$ cat config.mk
export PLATFORM = sky130hd
export DESIGN_NAME = bep_host_flat
export DESIGN_NICKNAME = d
export VERILOG_FILES = /design/src/design/bep_pkg.sv /design/src/design/bep_if.sv /design/src/design/bep_host.sv /design/src/flat_wrapper.sv
export SDC_FILE = /design/constraint.sdc
export NUM_CORES = 1
export LEC_CHECK = 0
export BUFFER_PORTS_ARGS = -buffer_cell sky130_fd_sc_hd__buf_2
export CORE_MARGIN = 5
export CORE_UTILIZATION = 58
export CTS_BUF_LIST = sky130_fd_sc_hd__clkbuf_2 sky130_fd_sc_hd__clkbuf_4 sky130_fd_sc_hd__clkbuf_8
export DETAILED_ROUTE_END_ITERATION = 10
export GPL_TIMING_DRIVEN = 1
export HOLD_SLACK_MARGIN = 0.15
export PLACE_DENSITY_LB_ADDON = 0.25
export SETUP_SLACK_MARGIN = 0.4
export SYNTH_ARGS = -nofsm -noshare
export SYNTH_HDL_FRONTEND = slang
export SYNTH_SLANG_ARGS = --single-unit
export TNS_END_PERCENT = 30
$ cat constraint.sdc
create_clock -name core_clk_i -period 2.3 [get_ports core_clk_i]
set_input_delay 0.46 -clock core_clk_i [delete_from_list [all_inputs] [get_ports core_clk_i]]
set_output_delay 0.46 -clock core_clk_i [all_outputs]
set_load 0.05 [all_outputs]
$ cat src/design/bep_pkg.sv
// Shared constants for the burst memory programming/identifier link.
// Assumes one core clock at 100 MHz shared by both ends.
package bep_pkg;
  localparam int unsigned ADDR_W        = 17;
  localparam int unsigned DATA_W        = 8;
  localparam int unsigned BLOCK_W       = 15;
  localparam int unsigned SEL_W         = 2;
  localparam int unsigned MEM_DEPTH     = 256;
  localparam int unsigned MEM_AW        = 8;
  localparam logic [DATA_W-1:0] ERASED_BYTE = 8'hFF;
  // Identifier bytes: values are arbitrary, not any real maker or part
  localparam logic [DATA_W-1:0] ID_MAKER    = 8'h5A;
  localparam logic [DATA_W-1:0] ID_PART     = 8'h3C;
  localparam logic [DATA_W-1:0] ID_VARIANT  = 8'h02;
  localparam logic [DATA_W-1:0] WS_CODE_ONE = 8'h03;
  localparam logic [DATA_W-1:0] WS_CODE_TWO = 8'h02;
  localparam logic [SEL_W-1:0]  ID_SEL_MAKER   = 2'h0;
  localparam logic [SEL_W-1:0]  ID_SEL_PART    = 2'h1;
  localparam logic [SEL_W-1:0]  ID_SEL_VARIANT = 2'h2;
  localparam logic [SEL_W-1:0]  ID_SEL_WAIT    = 2'h3;
  localparam logic [SEL_W-1:0]  SEL_STEP       = 2'h1;
  // Reset timing in clock cycles
  localparam int unsigned RST_HOLD_CYC  = 10;
  localparam int unsigned RST_SETTLE_CYC = 5;
  localparam int unsigned CNT_W         = 4;
  localparam logic [CNT_W-1:0] RST_HOLD_CNT   = CNT_W'(RST_HOLD_CYC);
  localparam logic [CNT_W-1:0] RST_SETTLE_CNT = CNT_W'(RST_SETTLE_CYC);
  localparam logic [CNT_W-1:0] CNT_ONE        = 4'h1;
  // Programming algorithm
  localparam int unsigned CLK_MHZ       = 100;
  localparam int unsigned PULSE_US      = 100;
  localparam int unsigned PULSE_CYC     = PULSE_US * CLK_MHZ;
  localparam int unsigned PULSE_W       = 14;
  // Pulse count at which the device's verify byte stands on the bus
  localparam logic [PULSE_W-1:0] VERIFY_AT = 14'h0002;
  localparam int unsigned MAX_PULSES    = 25;
  localparam int unsigned TRY_W         = 5;
  localparam logic [TRY_W-1:0] MAX_PULSES_CNT = TRY_W'(MAX_PULSES);
  localparam logic [TRY_W-1:0] TRY_ONE        = 5'h01;
endpackage

$ cat src/design/bep_if.sv
// Pin-level link between the memory device and its programmer/host.
// Data bus is two-way; the testbench resolves its level from the enables.
`timescale 1ns/1ps
`default_nettype none
interface bep_if;
  logic                          chip_select_n;
  logic                          address_strobe_n;
  logic                          burst_final_n;
  logic                          program_pulse_n;
  logic                          identifier_entry_level;
  logic                          prog_supply_high;
  logic [bep_pkg::BLOCK_W-1:0]   block_address_bits;
  logic [bep_pkg::SEL_W-1:0]     byte_select_bits;
  logic [bep_pkg::DATA_W-1:0]    host_data;
  logic                          host_data_oe;
  logic [bep_pkg::DATA_W-1:0]    dev_data;
  logic                          dev_data_oe;
  logic [bep_pkg::DATA_W-1:0]    data_in;
  modport device (
    input  chip_select_n, address_strobe_n, burst_final_n, program_pulse_n,
    input  identifier_entry_level, prog_supply_high, block_address_bits,
    input  byte_select_bits, data_in,
    output dev_data, dev_data_oe
  );
  modport host (
    output chip_select_n, address_strobe_n, burst_final_n, program_pulse_n,
    output identifier_entry_level, prog_supply_high, block_address_bits,
    output byte_select_bits, host_data, host_data_oe,
    input  data_in
  );
endinterface
`default_nettype wire

$ cat src/design/bep_host.sv
// Programmer end: runs pulse/verify loop, identifier read, device reset.
// Assumes the device shares core_clk_i; drives device reset as a port.
`timescale 1ns/1ps
`default_nettype none
module bep_host #(
  parameter int unsigned PULSE_CYC = bep_pkg::PULSE_CYC
) (
  input  wire logic                         core_clk_i,
  input  wire logic                         arst_n_i,
  bep_if.host                               link,
  input  wire logic                         prog_req_i,
  input  wire logic                         id_req_i,
  input  wire logic [bep_pkg::ADDR_W-1:0]   addr_i,
  input  wire logic [bep_pkg::DATA_W-1:0]   data_i,
  output logic                              dev_rst_n_o,
  output logic                              done_o,
  output logic                              fail_o,
  output logic [bep_pkg::DATA_W-1:0]        rdata_o,
  output logic                              rvalid_o
);
  typedef enum logic [3:0] {
    H_RST, H_SETTLE, H_IDLE, H_STROBE, H_PULSE, H_VERIFY, H_END, H_ID_STROBE,
    H_ID_WAIT, H_ID_DATA
  } host_state_t;

  host_state_t                   st_q;
  logic [bep_pkg::CNT_W-1:0]     cnt_q;
  logic [bep_pkg::PULSE_W-1:0]   pcnt_q;
  logic [bep_pkg::TRY_W-1:0]     tries_q;
  logic [bep_pkg::ADDR_W-1:0]    addr_q;
  logic [bep_pkg::DATA_W-1:0]    data_q;
  logic [bep_pkg::SEL_W-1:0]     idn_q;
  logic                          id_mode_q;
  logic [bep_pkg::DATA_W-1:0]    vbyte_q;

  always_ff @(posedge core_clk_i or negedge arst_n_i)
  begin
    if (!arst_n_i)
    begin
      st_q <= H_RST;
      cnt_q <= '0;
      pcnt_q <= '0;
      tries_q <= '0;
      addr_q <= '0;
      data_q <= '0;
      idn_q <= '0;
      id_mode_q <= 1'b0;
      vbyte_q <= '0;
      done_o <= 1'b0;
      fail_o <= 1'b0;
      rdata_o <= '0;
      rvalid_o <= 1'b0;
      dev_rst_n_o <= 1'b0;
      link.chip_select_n <= 1'b1;
      link.address_strobe_n <= 1'b1;
      link.burst_final_n <= 1'b1;
      link.program_pulse_n <= 1'b1;
      link.identifier_entry_level <= 1'b0;
      link.prog_supply_high <= 1'b0;
      link.block_address_bits <= '0;
      link.byte_select_bits <= '0;
      link.host_data <= '0;
      link.host_data_oe <= 1'b0;
    end
    else
    begin
      done_o <= 1'b0;
      rvalid_o <= 1'b0;
      link.address_strobe_n <= 1'b1; // single-cycle strobe
      link.burst_final_n <= 1'b1;
      unique case (st_q)
        H_RST:
        begin
          cnt_q <= cnt_q + bep_pkg::CNT_ONE;
          if (cnt_q == bep_pkg::RST_HOLD_CNT)
          begin
            dev_rst_n_o <= 1'b1;
            cnt_q <= '0;
            st_q <= H_SETTLE;
          end
        end
        H_SETTLE:
        begin
          cnt_q <= cnt_q + bep_pkg::CNT_ONE;
          if (cnt_q == bep_pkg::RST_SETTLE_CNT)
            st_q <= H_IDLE;
        end
        H_IDLE:
        begin
          link.chip_select_n <= 1'b1;
          link.identifier_entry_level <= 1'b0;
          if (prog_req_i)
          begin
            addr_q <= addr_i;
            data_q <= data_i;
            tries_q <= '0;
            fail_o <= 1'b0;
            st_q <= H_STROBE;
          end
          else if (id_req_i)
            st_q <= H_ID_STROBE;
        end
        H_STROBE:
        begin
          link.prog_supply_high <= 1'b1;
          link.chip_select_n <= 1'b0;
          link.address_strobe_n <= 1'b0;
          link.block_address_bits <= addr_q[bep_pkg::ADDR_W-1:bep_pkg::SEL_W];
          link.byte_select_bits <= addr_q[bep_pkg::SEL_W-1:0];
          link.host_data <= data_q;
          link.host_data_oe <= 1'b1;
          pcnt_q <= '0;
          st_q <= H_PULSE;
        end
        H_PULSE:
        begin
          // Device sits in its program cycle; the pulse spans the edge
          link.program_pulse_n <= 1'b0;
          pcnt_q <= pcnt_q + 1'b1;
          // Verify byte stands only one cycle, long before the pulse ends
          if (pcnt_q == bep_pkg::VERIFY_AT)
            vbyte_q <= link.data_in;
          if (pcnt_q == bep_pkg::PULSE_W'(PULSE_CYC - 1))
          begin
            link.program_pulse_n <= 1'b1;
            link.host_data_oe <= 1'b0;
            tries_q <= tries_q + bep_pkg::TRY_ONE;
            st_q <= H_VERIFY;
          end
        end
        H_VERIFY: st_q <= H_END;
        H_END:
        begin
          link.chip_select_n <= 1'b1;
          rdata_o <= vbyte_q;
          rvalid_o <= 1'b1;
          if (vbyte_q == data_q)
          begin
            done_o <= 1'b1;
            link.prog_supply_high <= 1'b0;
            st_q <= H_IDLE;
          end
          else if (tries_q == bep_pkg::MAX_PULSES_CNT)
          begin
            fail_o <= 1'b1;
            done_o <= 1'b1;
            link.prog_supply_high <= 1'b0;
            st_q <= H_IDLE;
          end
          else
            st_q <= H_STROBE;
        end
        H_ID_STROBE:
        begin
          id_mode_q <= 1'b1;
          link.identifier_entry_level <= 1'b1;
          link.chip_select_n <= 1'b0;
          link.address_strobe_n <= 1'b0;
          link.block_address_bits <= '0;
          link.byte_select_bits <= bep_pkg::ID_SEL_MAKER;
          idn_q <= '0;
          cnt_q <= '0;
          st_q <= H_ID_WAIT;
        end
        H_ID_WAIT:
        begin
          // Device's first byte appears one edge after its wait state
          cnt_q <= cnt_q + bep_pkg::CNT_ONE;
          if (cnt_q == bep_pkg::CNT_ONE)
            st_q <= H_ID_DATA;
        end
        H_ID_DATA:
        begin
          link.chip_select_n <= 1'b1;
          rdata_o <= link.data_in;
          rvalid_o <= 1'b1;
          idn_q <= idn_q + bep_pkg::SEL_STEP;
          if (idn_q == bep_pkg::ID_SEL_VARIANT)
            link.burst_final_n <= 1'b0; // by fourth byte
          if (idn_q == bep_pkg::ID_SEL_WAIT)
          begin
            id_mode_q <= 1'b0;
            done_o <= 1'b1;
            st_q <= H_IDLE;
          end
        end
      endcase
    end
  end
endmodule // bep_host
`default_nettype wire

$ cat src/flat_wrapper.sv
// flat-port wrapper written by rule: the top's interface ports become plain ports
module bep_host_flat 
#(
  parameter int unsigned PULSE_CYC = bep_pkg::PULSE_CYC
)
  (core_clk_i, arst_n_i, prog_req_i, id_req_i, addr_i, data_i, dev_rst_n_o, done_o, fail_o, rdata_o, rvalid_o, link_chip_select_n, link_address_strobe_n, link_burst_final_n, link_program_pulse_n, link_identifier_entry_level, link_prog_supply_high, link_block_address_bits, link_byte_select_bits, link_host_data, link_host_data_oe, link_data_in);
  bep_if link_i ();
  input  wire logic core_clk_i;
  input  wire logic arst_n_i;
  input  wire logic prog_req_i;
  input  wire logic id_req_i;
  input  wire logic [bep_pkg::ADDR_W-1:0] addr_i;
  input  wire logic [bep_pkg::DATA_W-1:0] data_i;
  output logic dev_rst_n_o;
  output logic done_o;
  output logic fail_o;
  output logic [bep_pkg::DATA_W-1:0] rdata_o;
  output logic rvalid_o;
  output wire logic [$bits(link_i.chip_select_n)-1:0] link_chip_select_n;
  output wire logic [$bits(link_i.address_strobe_n)-1:0] link_address_strobe_n;
  output wire logic [$bits(link_i.burst_final_n)-1:0] link_burst_final_n;
  output wire logic [$bits(link_i.program_pulse_n)-1:0] link_program_pulse_n;
  output wire logic [$bits(link_i.identifier_entry_level)-1:0] link_identifier_entry_level;
  output wire logic [$bits(link_i.prog_supply_high)-1:0] link_prog_supply_high;
  output wire logic [$bits(link_i.block_address_bits)-1:0] link_block_address_bits;
  output wire logic [$bits(link_i.byte_select_bits)-1:0] link_byte_select_bits;
  output wire logic [$bits(link_i.host_data)-1:0] link_host_data;
  output wire logic [$bits(link_i.host_data_oe)-1:0] link_host_data_oe;
  input wire logic [$bits(link_i.data_in)-1:0] link_data_in;
  assign link_chip_select_n = link_i.chip_select_n;
  assign link_address_strobe_n = link_i.address_strobe_n;
  assign link_burst_final_n = link_i.burst_final_n;
  assign link_program_pulse_n = link_i.program_pulse_n;
  assign link_identifier_entry_level = link_i.identifier_entry_level;
  assign link_prog_supply_high = link_i.prog_supply_high;
  assign link_block_address_bits = link_i.block_address_bits;
  assign link_byte_select_bits = link_i.byte_select_bits;
  assign link_host_data = link_i.host_data;
  assign link_host_data_oe = link_i.host_data_oe;
  assign link_i.data_in = link_data_in;
  bep_host #(.PULSE_CYC(PULSE_CYC)) u_core (.core_clk_i(core_clk_i), .arst_n_i(arst_n_i), .link(link_i), .prog_req_i(prog_req_i), .id_req_i(id_req_i), .addr_i(addr_i), .data_i(data_i), .dev_rst_n_o(dev_rst_n_o), .done_o(done_o), .fail_o(fail_o), .rdata_o(rdata_o), .rvalid_o(rvalid_o));
endmodule
==> qor.yml, run 1 <==
status: "finished, final reports clean"
grt_pass1_wl_um: 17900
port_buffers: 80
numCtsBuffers: 9
layout-drive-gt1-share_pct: 27.6
cp-end-kind: "flip-flop"
cp_data_required_time_ps: 2540
clock_sinks: 106
yosys-top-cells-count: "nand2_1, dfrtp_1, o21ai_0, nor2_1, a22o_1"
cap_violations: 0
slew_violations: 0
pin_count: 81
syn_nets: 518
die_area_mm2: 0.0100
synthTopCellsByArea: "dfrtp_1, nand2_1, o21ai_0"
fin_crit_ps: 1910
dr_total_vias: 3750
cp_slowest_stage_delay_ps: 520
fillers: 598
crit_top_cell: "buf_4"
synthDistinctLibCells: 48
synthXorXnorAreaFrac_pct: 2.24
routedWlPerCell_um: 15.1
die_height_um: 100
synth_most_common_cell: "nand2_1"
cts_tree: "done"
finalHoldViolCount: 0
power.density_mw_per_mm2: 1270
antenna_found_initial: 1
ys_ff_latch: 106
drt_iter0_drc: 233
grt_pass1_vias: 3767
syn_avg_cell_area_um2: 9.95
p_leak_nw: 2.79
hpwl_um: 6940
irDropWorstVdd_v: 0.000785
reg2reg_to: "u_core.tries_q[0]$_DFFE_PN0P_"
synthArstFlopShare_pct: 100
finClkSkew_ps: 12.9
critPathKind: "reg2reg"
cts.path.max_buffers: 2
hold_path_class: "in2reg"
die_x_um: 100
track_usage_pct: 22.0
reg2reg_from: "u_core.pcnt_q[1]$_DFFE_PN0P_"
start_util_pct: 60.2
tightestPinTransition_ps: 650
globalRouteOverflowTotal: 0
p_total_mw: 7.13
nNetsFinal: 617
routed_wl_um: 10300
yosys.area.top_type: "dfrtp_1"
clk_latency_ps: 350
crit_chain: "ha_4 > and3_4 > nand2_4 > or4_4 > buf_4 > buf_4 > nand3_1 > o21ai_0"
mappedNetlistArea_mm2: 0.00470
synth_top_family_by_area: "simple AND/OR/NAND/NOR gates"
rsz0062_at_grt: "true"
dominantRegCellSynth: "dfrtp_1"
post-route-period-util_pct: 83.0
seq_area_frac_synth_pct: 56.6
synth-simple-area-share_pct: 20.5
r2r_slack_ps: 390
startpoint: "u_core.pcnt_q[1]$_DFFE_PN0P_"
tns_ps: 0
syn_to_final_growth_pct: 19.9
setup-violations-final: 0
yosys.area_share.adder_pct: 2.40
slew_headroom_pct: 56.7
antenna_left: 0
yosys_warnings: 0
grt_max_degree: 42
drt-pass1-iter-count: 5
place.gp.congestion: 0.921
reg2regPathDepth: 8
fmax_mhz: 524
synth_top_area_share_pct: 54.3
slowest_stage: "or4_4"
endpoint: "u_core.tries_q[0]$_DFFE_PN0P_"
start_kind: "flip-flop"
arrival_ps: 2150
std_cell_rows: 32
root_buffer: "clkbuf_8"
viasPerCell: 5.53
remaining_drc_errors: 0
clk_pin_slew_ps: 100
cp_max_fo: 6
synthCells: 472
core_mm2: 0.00781
synth_compound_area_share_pct: 10.7
multi_input_area_mm2: 0.00197
synth_mux_area_share_pct: 4.69
diodes: 0
synth_edf_count: 0
seqCellArea_mm2: 0.00266
htreeDepth: 3
[final cells by class]
class	instances	share of cell area, %
timing repair buffer	110	11.4
clock inverter	5	0.689
sequential	106	47.3
inverter	10	0.667
tap	102	2.27
clock buffer	11	2.69
multi-input combinational	334	35.0
[stage by stage]
stage                     setup slack, ps  hold WS, ps  utilization, %  area (um2)  instances
after floorplan                       398          164               -        4710        472
after global placement                310          454            67.2        5250        646
after detailed placement              239          458            67.2        5250        646
after CTS                             358          276            71.2        5560        674
after global routing                  268          278            72.1        5630        678
final                                 391          293            72.1        5630        678
[where the power goes]
| part | switching (mW) | total (mW) | internal (mW) |
|---|---|---|---|
| registers | 0.474 | 2.98 | 2.50 |
| clock network | 0.616 | 1.07 | 0.455 |
| logic | 2.05 | 3.08 | 1.03 |
[cells by family (layout without fill, tap and decap cells)]
| family | Yosys count | after routing |
|---|---|---|
| compound gates | 78 | 78 |
| xor+xnor | 12 | 12 |
| fa+ha+maj | 9 | 9 |
| buf+inv | 32 | 136 |
| flops | 106 | 106 |
| mux | 21 | 21 |
| simple gates | 214 | 214 |
[critical path: cells and delay by family (launching register included)]
| kind | cells | cell delay (ps) |
|---|---|---|
| AO/OA/AOI/OAI | 1 | 80 |
| flip-flops | 1 | 430 |
| buffers and inverters | 2 | 300 |
| AND/OR/NAND/NOR | 4 | 830 |
| adder cells (fa/ha/maj) | 1 | 160 |
[cells in the final DEF, fill, tap and decap left out, drive strengths merged, types with 10 or more instances in the layout]
cell    netlist  layout
a22o         17      17
o21ai        34      34
nor2         23      23
xnor2        11      11
mux2i        13      13
buf           7     109
nand2       138     138
dfrtp       102     102
inv          10      10
clkbuf       15      11
nand3        13      13
[how the worst min path moves through the flow]
stage / end / cells past startpoint / from / slack [ps]
after floorplan: u_core.addr_q[0]$_DFFE_PN0P_ / 0 / arst_n_i / 160
after global placement: u_core.link.host_data[0]$_DFFE_PN0P_ / 2 / u_core.link.host_data[0]$_DFFE_PN0P_ / 450
after detailed placement: u_core.link.program_pulse_n$_DFFE_PN1P_ / 2 / u_core.link.program_pulse_n$_DFFE_PN1P_ / 460
after CTS: u_core.addr_q[11]$_DFFE_PN0P_ / 3 / addr_i[11] / 280
after global routing: u_core.addr_q[12]$_DFFE_PN0P_ / 3 / addr_i[12] / 280
final: u_core.addr_q[10]$_DFFE_PN0P_ / 3 / addr_i[10] / 290
[state kept, by name, indices dropped and copies added, names as in the netlist, 2 cells and up]
register                        flops
u_core.rdata_o                      8
u_core.data_q                       8
u_core.vbyte_q                      8
u_core.link.block_address_bits     15
u_core.st_q                         4
u_core.addr_q                      17
u_core.cnt_q                        4
u_core.idn_q                        2
u_core.link.byte_select_bits        2
u_core.link.host_data               8
u_core.tries_q                      5
u_core.pcnt_q                      14
[routing by layer]
| metal | wire (um) | up-vias | global-route usage (%) |
|---|---|---|---|
| met1 | 4610 | 1809 | 31.7 |
| met2 | 4790 | 132 | 34.8 |
| met5 | 7 | - | 0 |
| met4 | 70 | 2 | 5.60 |
| li1 | - | 1799 | - |
| met3 | 771 | 8 | 4.03 |
[timing repair]
action / 4_1_cts / 5_1_grt
hold buffers: 1 / 0
endpoints found under the setup margin: 60 / 60
buffers inserted: 11 / 4
pin swaps: 4 / 3
gates resized for setup: 8 / 12
endpoints found under the hold margin: 37 / 0
Note: power is estimated with default switching activity, not from simulation.
==> run 2: changes to the inputs <==
--- a/config.mk
+++ b/config.mk
@@ -7,7 +7,7 @@
 export LEC_CHECK = 0
 export BUFFER_PORTS_ARGS = -buffer_cell sky130_fd_sc_hd__buf_2
 export CORE_MARGIN = 5
-export CORE_UTILIZATION = 58
+export CORE_UTILIZATION = 52
 export CTS_BUF_LIST = sky130_fd_sc_hd__clkbuf_2 sky130_fd_sc_hd__clkbuf_4 sky130_fd_sc_hd__clkbuf_8
 export DETAILED_ROUTE_END_ITERATION = 10
 export GPL_TIMING_DRIVEN = 1
==> constraint.sdc (replaced) <==
create_clock -name core_clk_i -period 1.53 [get_ports core_clk_i]
set_input_delay 0.306 -clock core_clk_i [delete_from_list [all_inputs] [get_ports core_clk_i]]
set_output_delay 0.306 -clock core_clk_i [all_outputs]
set_load 0.05 [all_outputs]
==> qor.yml, run 2 (synthesis gave the netlist of run 1 again) <==
wl_met2_um: 10500  # was 4790 um
grt_pass1_wl_um: 24900  # was 17900 um
std_cell_rows: 34  # was 32
arrival_ps: 2450  # was 2150 ps
cap_violations: 0  # unchanged
largest_reg_flops: 17  # unchanged
routedWlPerCell_um: 28.0  # was 15.1 um
layout_commonest_cell: "dfrtp_1"  # was nand2_1
antenna_found_initial: 0  # was 1
port_buffers: 80  # unchanged
globalRouteOverflowTotal: 0  # unchanged
drt_iter0_drc: 691  # was 233
p_total_mw: 15.1  # was 7.13 mW
startpoint: "u_core.pcnt_q[12]$_DFFE_PN0P_"  # was u_core.pcnt_q[1]$_DFFE_PN0P_
power.density_mw_per_mm2: 1920  # was 1270 mW/mm2
dp_slack_ps: -287  # was 239 ps
reg2reg_to: "u_core.st_q[0]$_DFFE_PN0P_"  # was u_core.tries_q[0]$_DFFE_PN0P_
clk_latency_ps: 410  # was 350 ps
cp_max_fo: 2  # was 6
route.top_layer_used: "met4"  # was met5
crit_chain: "nor4_2 > nand2_1 > buf_4 > nor3_1 > nor2_1 > o31ai_2"  # was ha_4 > and3_4 > nand2_4 > or4_4 > buf_4 > buf_4 > nand3_1 > o21ai_0
nNetsFinal: 722  # was 617
wl_met3_um: 2360  # was 771 um
numCtsBuffers: 9  # unchanged
finClkSkew_ps: 20.6  # was 12.9 ps
dp_cells: 703  # was 646
grt_max_degree: 38  # was 42
violations: "setup timing"
die_height_um: 105  # was 100 um
reg_top3: "u_core.addr_q: 17 flops, u_core.link.block_address_bits: 15 flops, u_core.pcnt_q: 14 flops"  # unchanged
slowest_stage: "nor3_1"  # was or4_4
slew_violations: 0  # unchanged
slew_headroom_pct: 58.1  # was 56.7%
start_util_pct: 53.6  # was 60.2%
die_area_mm2: 0.0110  # was 0.0100 mm2
root_buffer: "clkbuf_8"  # unchanged
largest-register: "u_core.addr_q"  # unchanged
clock_sinks: 106  # unchanged
rsz0062_at_grt: "true"  # unchanged
tns_ps: -22500  # was 0 ps
remaining_drc_errors: 0  # unchanged
clk_pin_slew_ps: 130  # was 100 ps
hold_depth: 3  # unchanged
die_x_um: 105  # was 100 um
start_kind: "flip-flop"  # unchanged
cp_slowest_stage_delay_ps: 520  # about the same
cp_data_required_time_ps: 1820  # was 2540 ps
stdcell_area_mm2: 0.00784  # was 0.00563 mm2
reg2regPathDepth: 6  # was 8
finalHoldViolCount: 0  # unchanged
hold_path_class: "in2reg"  # unchanged
cp-end-kind: "flip-flop"  # unchanged
fin_crit_ps: 2170  # was 1910 ps
cts.path.max_buffers: 2  # unchanged
fmax_mhz: 462  # was 524 MHz
fin_cells: 789  # was 678
cts_tree: "done"  # unchanged
tightestPinTransition_ps: 623  # was 650 ps
dr_total_vias: 5231  # was 3750
r2r_slack_ps: -640  # was 390 ps
p_leak_nw: 3.72  # was 2.79 nW
pin_count: 81  # unchanged
status: "finished, violations left"  # was finished, final reports clean
endpoint: "u_core.st_q[0]$_DFFE_PN0P_"  # was u_core.tries_q[0]$_DFFE_PN0P_
post-route-period-util_pct: 142  # was 83.0%
drt-pass1-iter-count: 5  # unchanged
layout-drive-gt1-share_pct: 52.0  # was 27.6%
viasPerCell: 6.63  # was 5.53
syn_to_final_growth_pct: 66.9  # was 19.9%
grt_pass1_vias: 4879  # was 3767
reg2reg_from: "u_core.pcnt_q[12]$_DFFE_PN0P_"  # was u_core.pcnt_q[1]$_DFFE_PN0P_
place.gp.congestion: 0.896  # was 0.921
hpwl_um: 7900  # was 6940 um
critPathKind: "reg2reg"  # unchanged
htreeDepth: 3  # unchanged
hp-start: "link_data_in[2]"  # was addr_i[10]
final_cell_mix: "dfrtp_1, buf_6, nand2_1"  # was nand2_1, dfrtp_1, buf_2
setup-violations-final: 104  # was 0
fin_ws_ps: -636  # was 391 ps
irDropWorstVdd_v: 0.00156  # was 0.000785 V
core_mm2: 0.00876  # was 0.00781 mm2
routed_wl_um: 22100  # was 10300 um
diodes: 0  # unchanged
antenna_left: 0  # unchanged
dpl_cell_area_mm2: 0.00573  # was 0.00525 mm2
track_usage_pct: 28.1  # was 22.0%
routedLengthMet1_um: 7270  # was 4610 um
## run 2: worst max-delay path: cells and delay by family (launching register included)
kind / cells / cell delay [ps]
and+or+nand+nor: 4 / 1070
DFF: 1 / 440
AOI/OAI and AO/OA: 1 / 380
buffers and inverters: 1 / 160
## run 2: worst min-delay path by stage
stage                                               end  slack (ps)
after CTS                 u_core.rdata_o[4]$_DFFE_PN0P_         150
after global placement        u_core.rvalid_o$_DFF_PN0_         260
after global routing      u_core.rdata_o[2]$_DFFE_PN0P_         160
after detailed placement      u_core.rvalid_o$_DFF_PN0_         270
after floorplan            u_core.addr_q[0]$_DFFE_PN0P_          10
final                     u_core.rdata_o[2]$_DFFE_PN0P_         160
## run 2: area by class of cell
type / instances / area, um2
Inverter: 10 / 37.5
Sequential cell: 106 / 2660
Clock buffer: 9 / 124
Multi-Input combinational cell: 334 / 2630
Tap cell: 108 / 135
Timing Repair Buffer: 215 / 2170
Clock inverter: 7 / 80.1
Fill cell: 258 / 921
## run 2: report_power, final
| group | internal, mW | switching (mW) | total (mW) | leakage, nW |
|---|---|---|---|---|
| Combinational | 3.55 | 4.76 | 8.31 | 2.27 |
| Clock | 0.665 | 1.24 | 1.90 | 0.100 |
| Sequential | 3.75 | 1.13 | 4.88 | 1.35 |
## run 2: stage by stage
| step | hold slack [ps] | utilization [%] |
|---|---|---|
| 2_1_floorplan | 10.4 | - |
| 3_3_place_gp | 264 | 65.3 |
| 3_5_place_dp | 270 | 65.3 |
| 4_1_cts | 152 | 80.8 |
| 5_1_grt | 162 | 89.5 |
| 6_report | 162 | 89.5 |
## run 2: layer usage
metal	vias to the layer above	GRT usage [%]
li1	2025	-
met2	529	49.1
met5	-	0
met3	185	5.49
met4	0	13.1
met1	2492	33.1
## run 2: timing repair
| item | 4_1_cts | 5_1_grt |
|---|---|---|
| pin swaps | 52 | 69 |
| setup buffers | 15 | 14 |
| resized for setup | 194 | 159 |
| setup endpoints to repair | 150 | 150 |
| gates cloned | 6 | 4 |
| hold endpoints to repair | 55 | 1 |
| hold buffers | 30 | 1 |
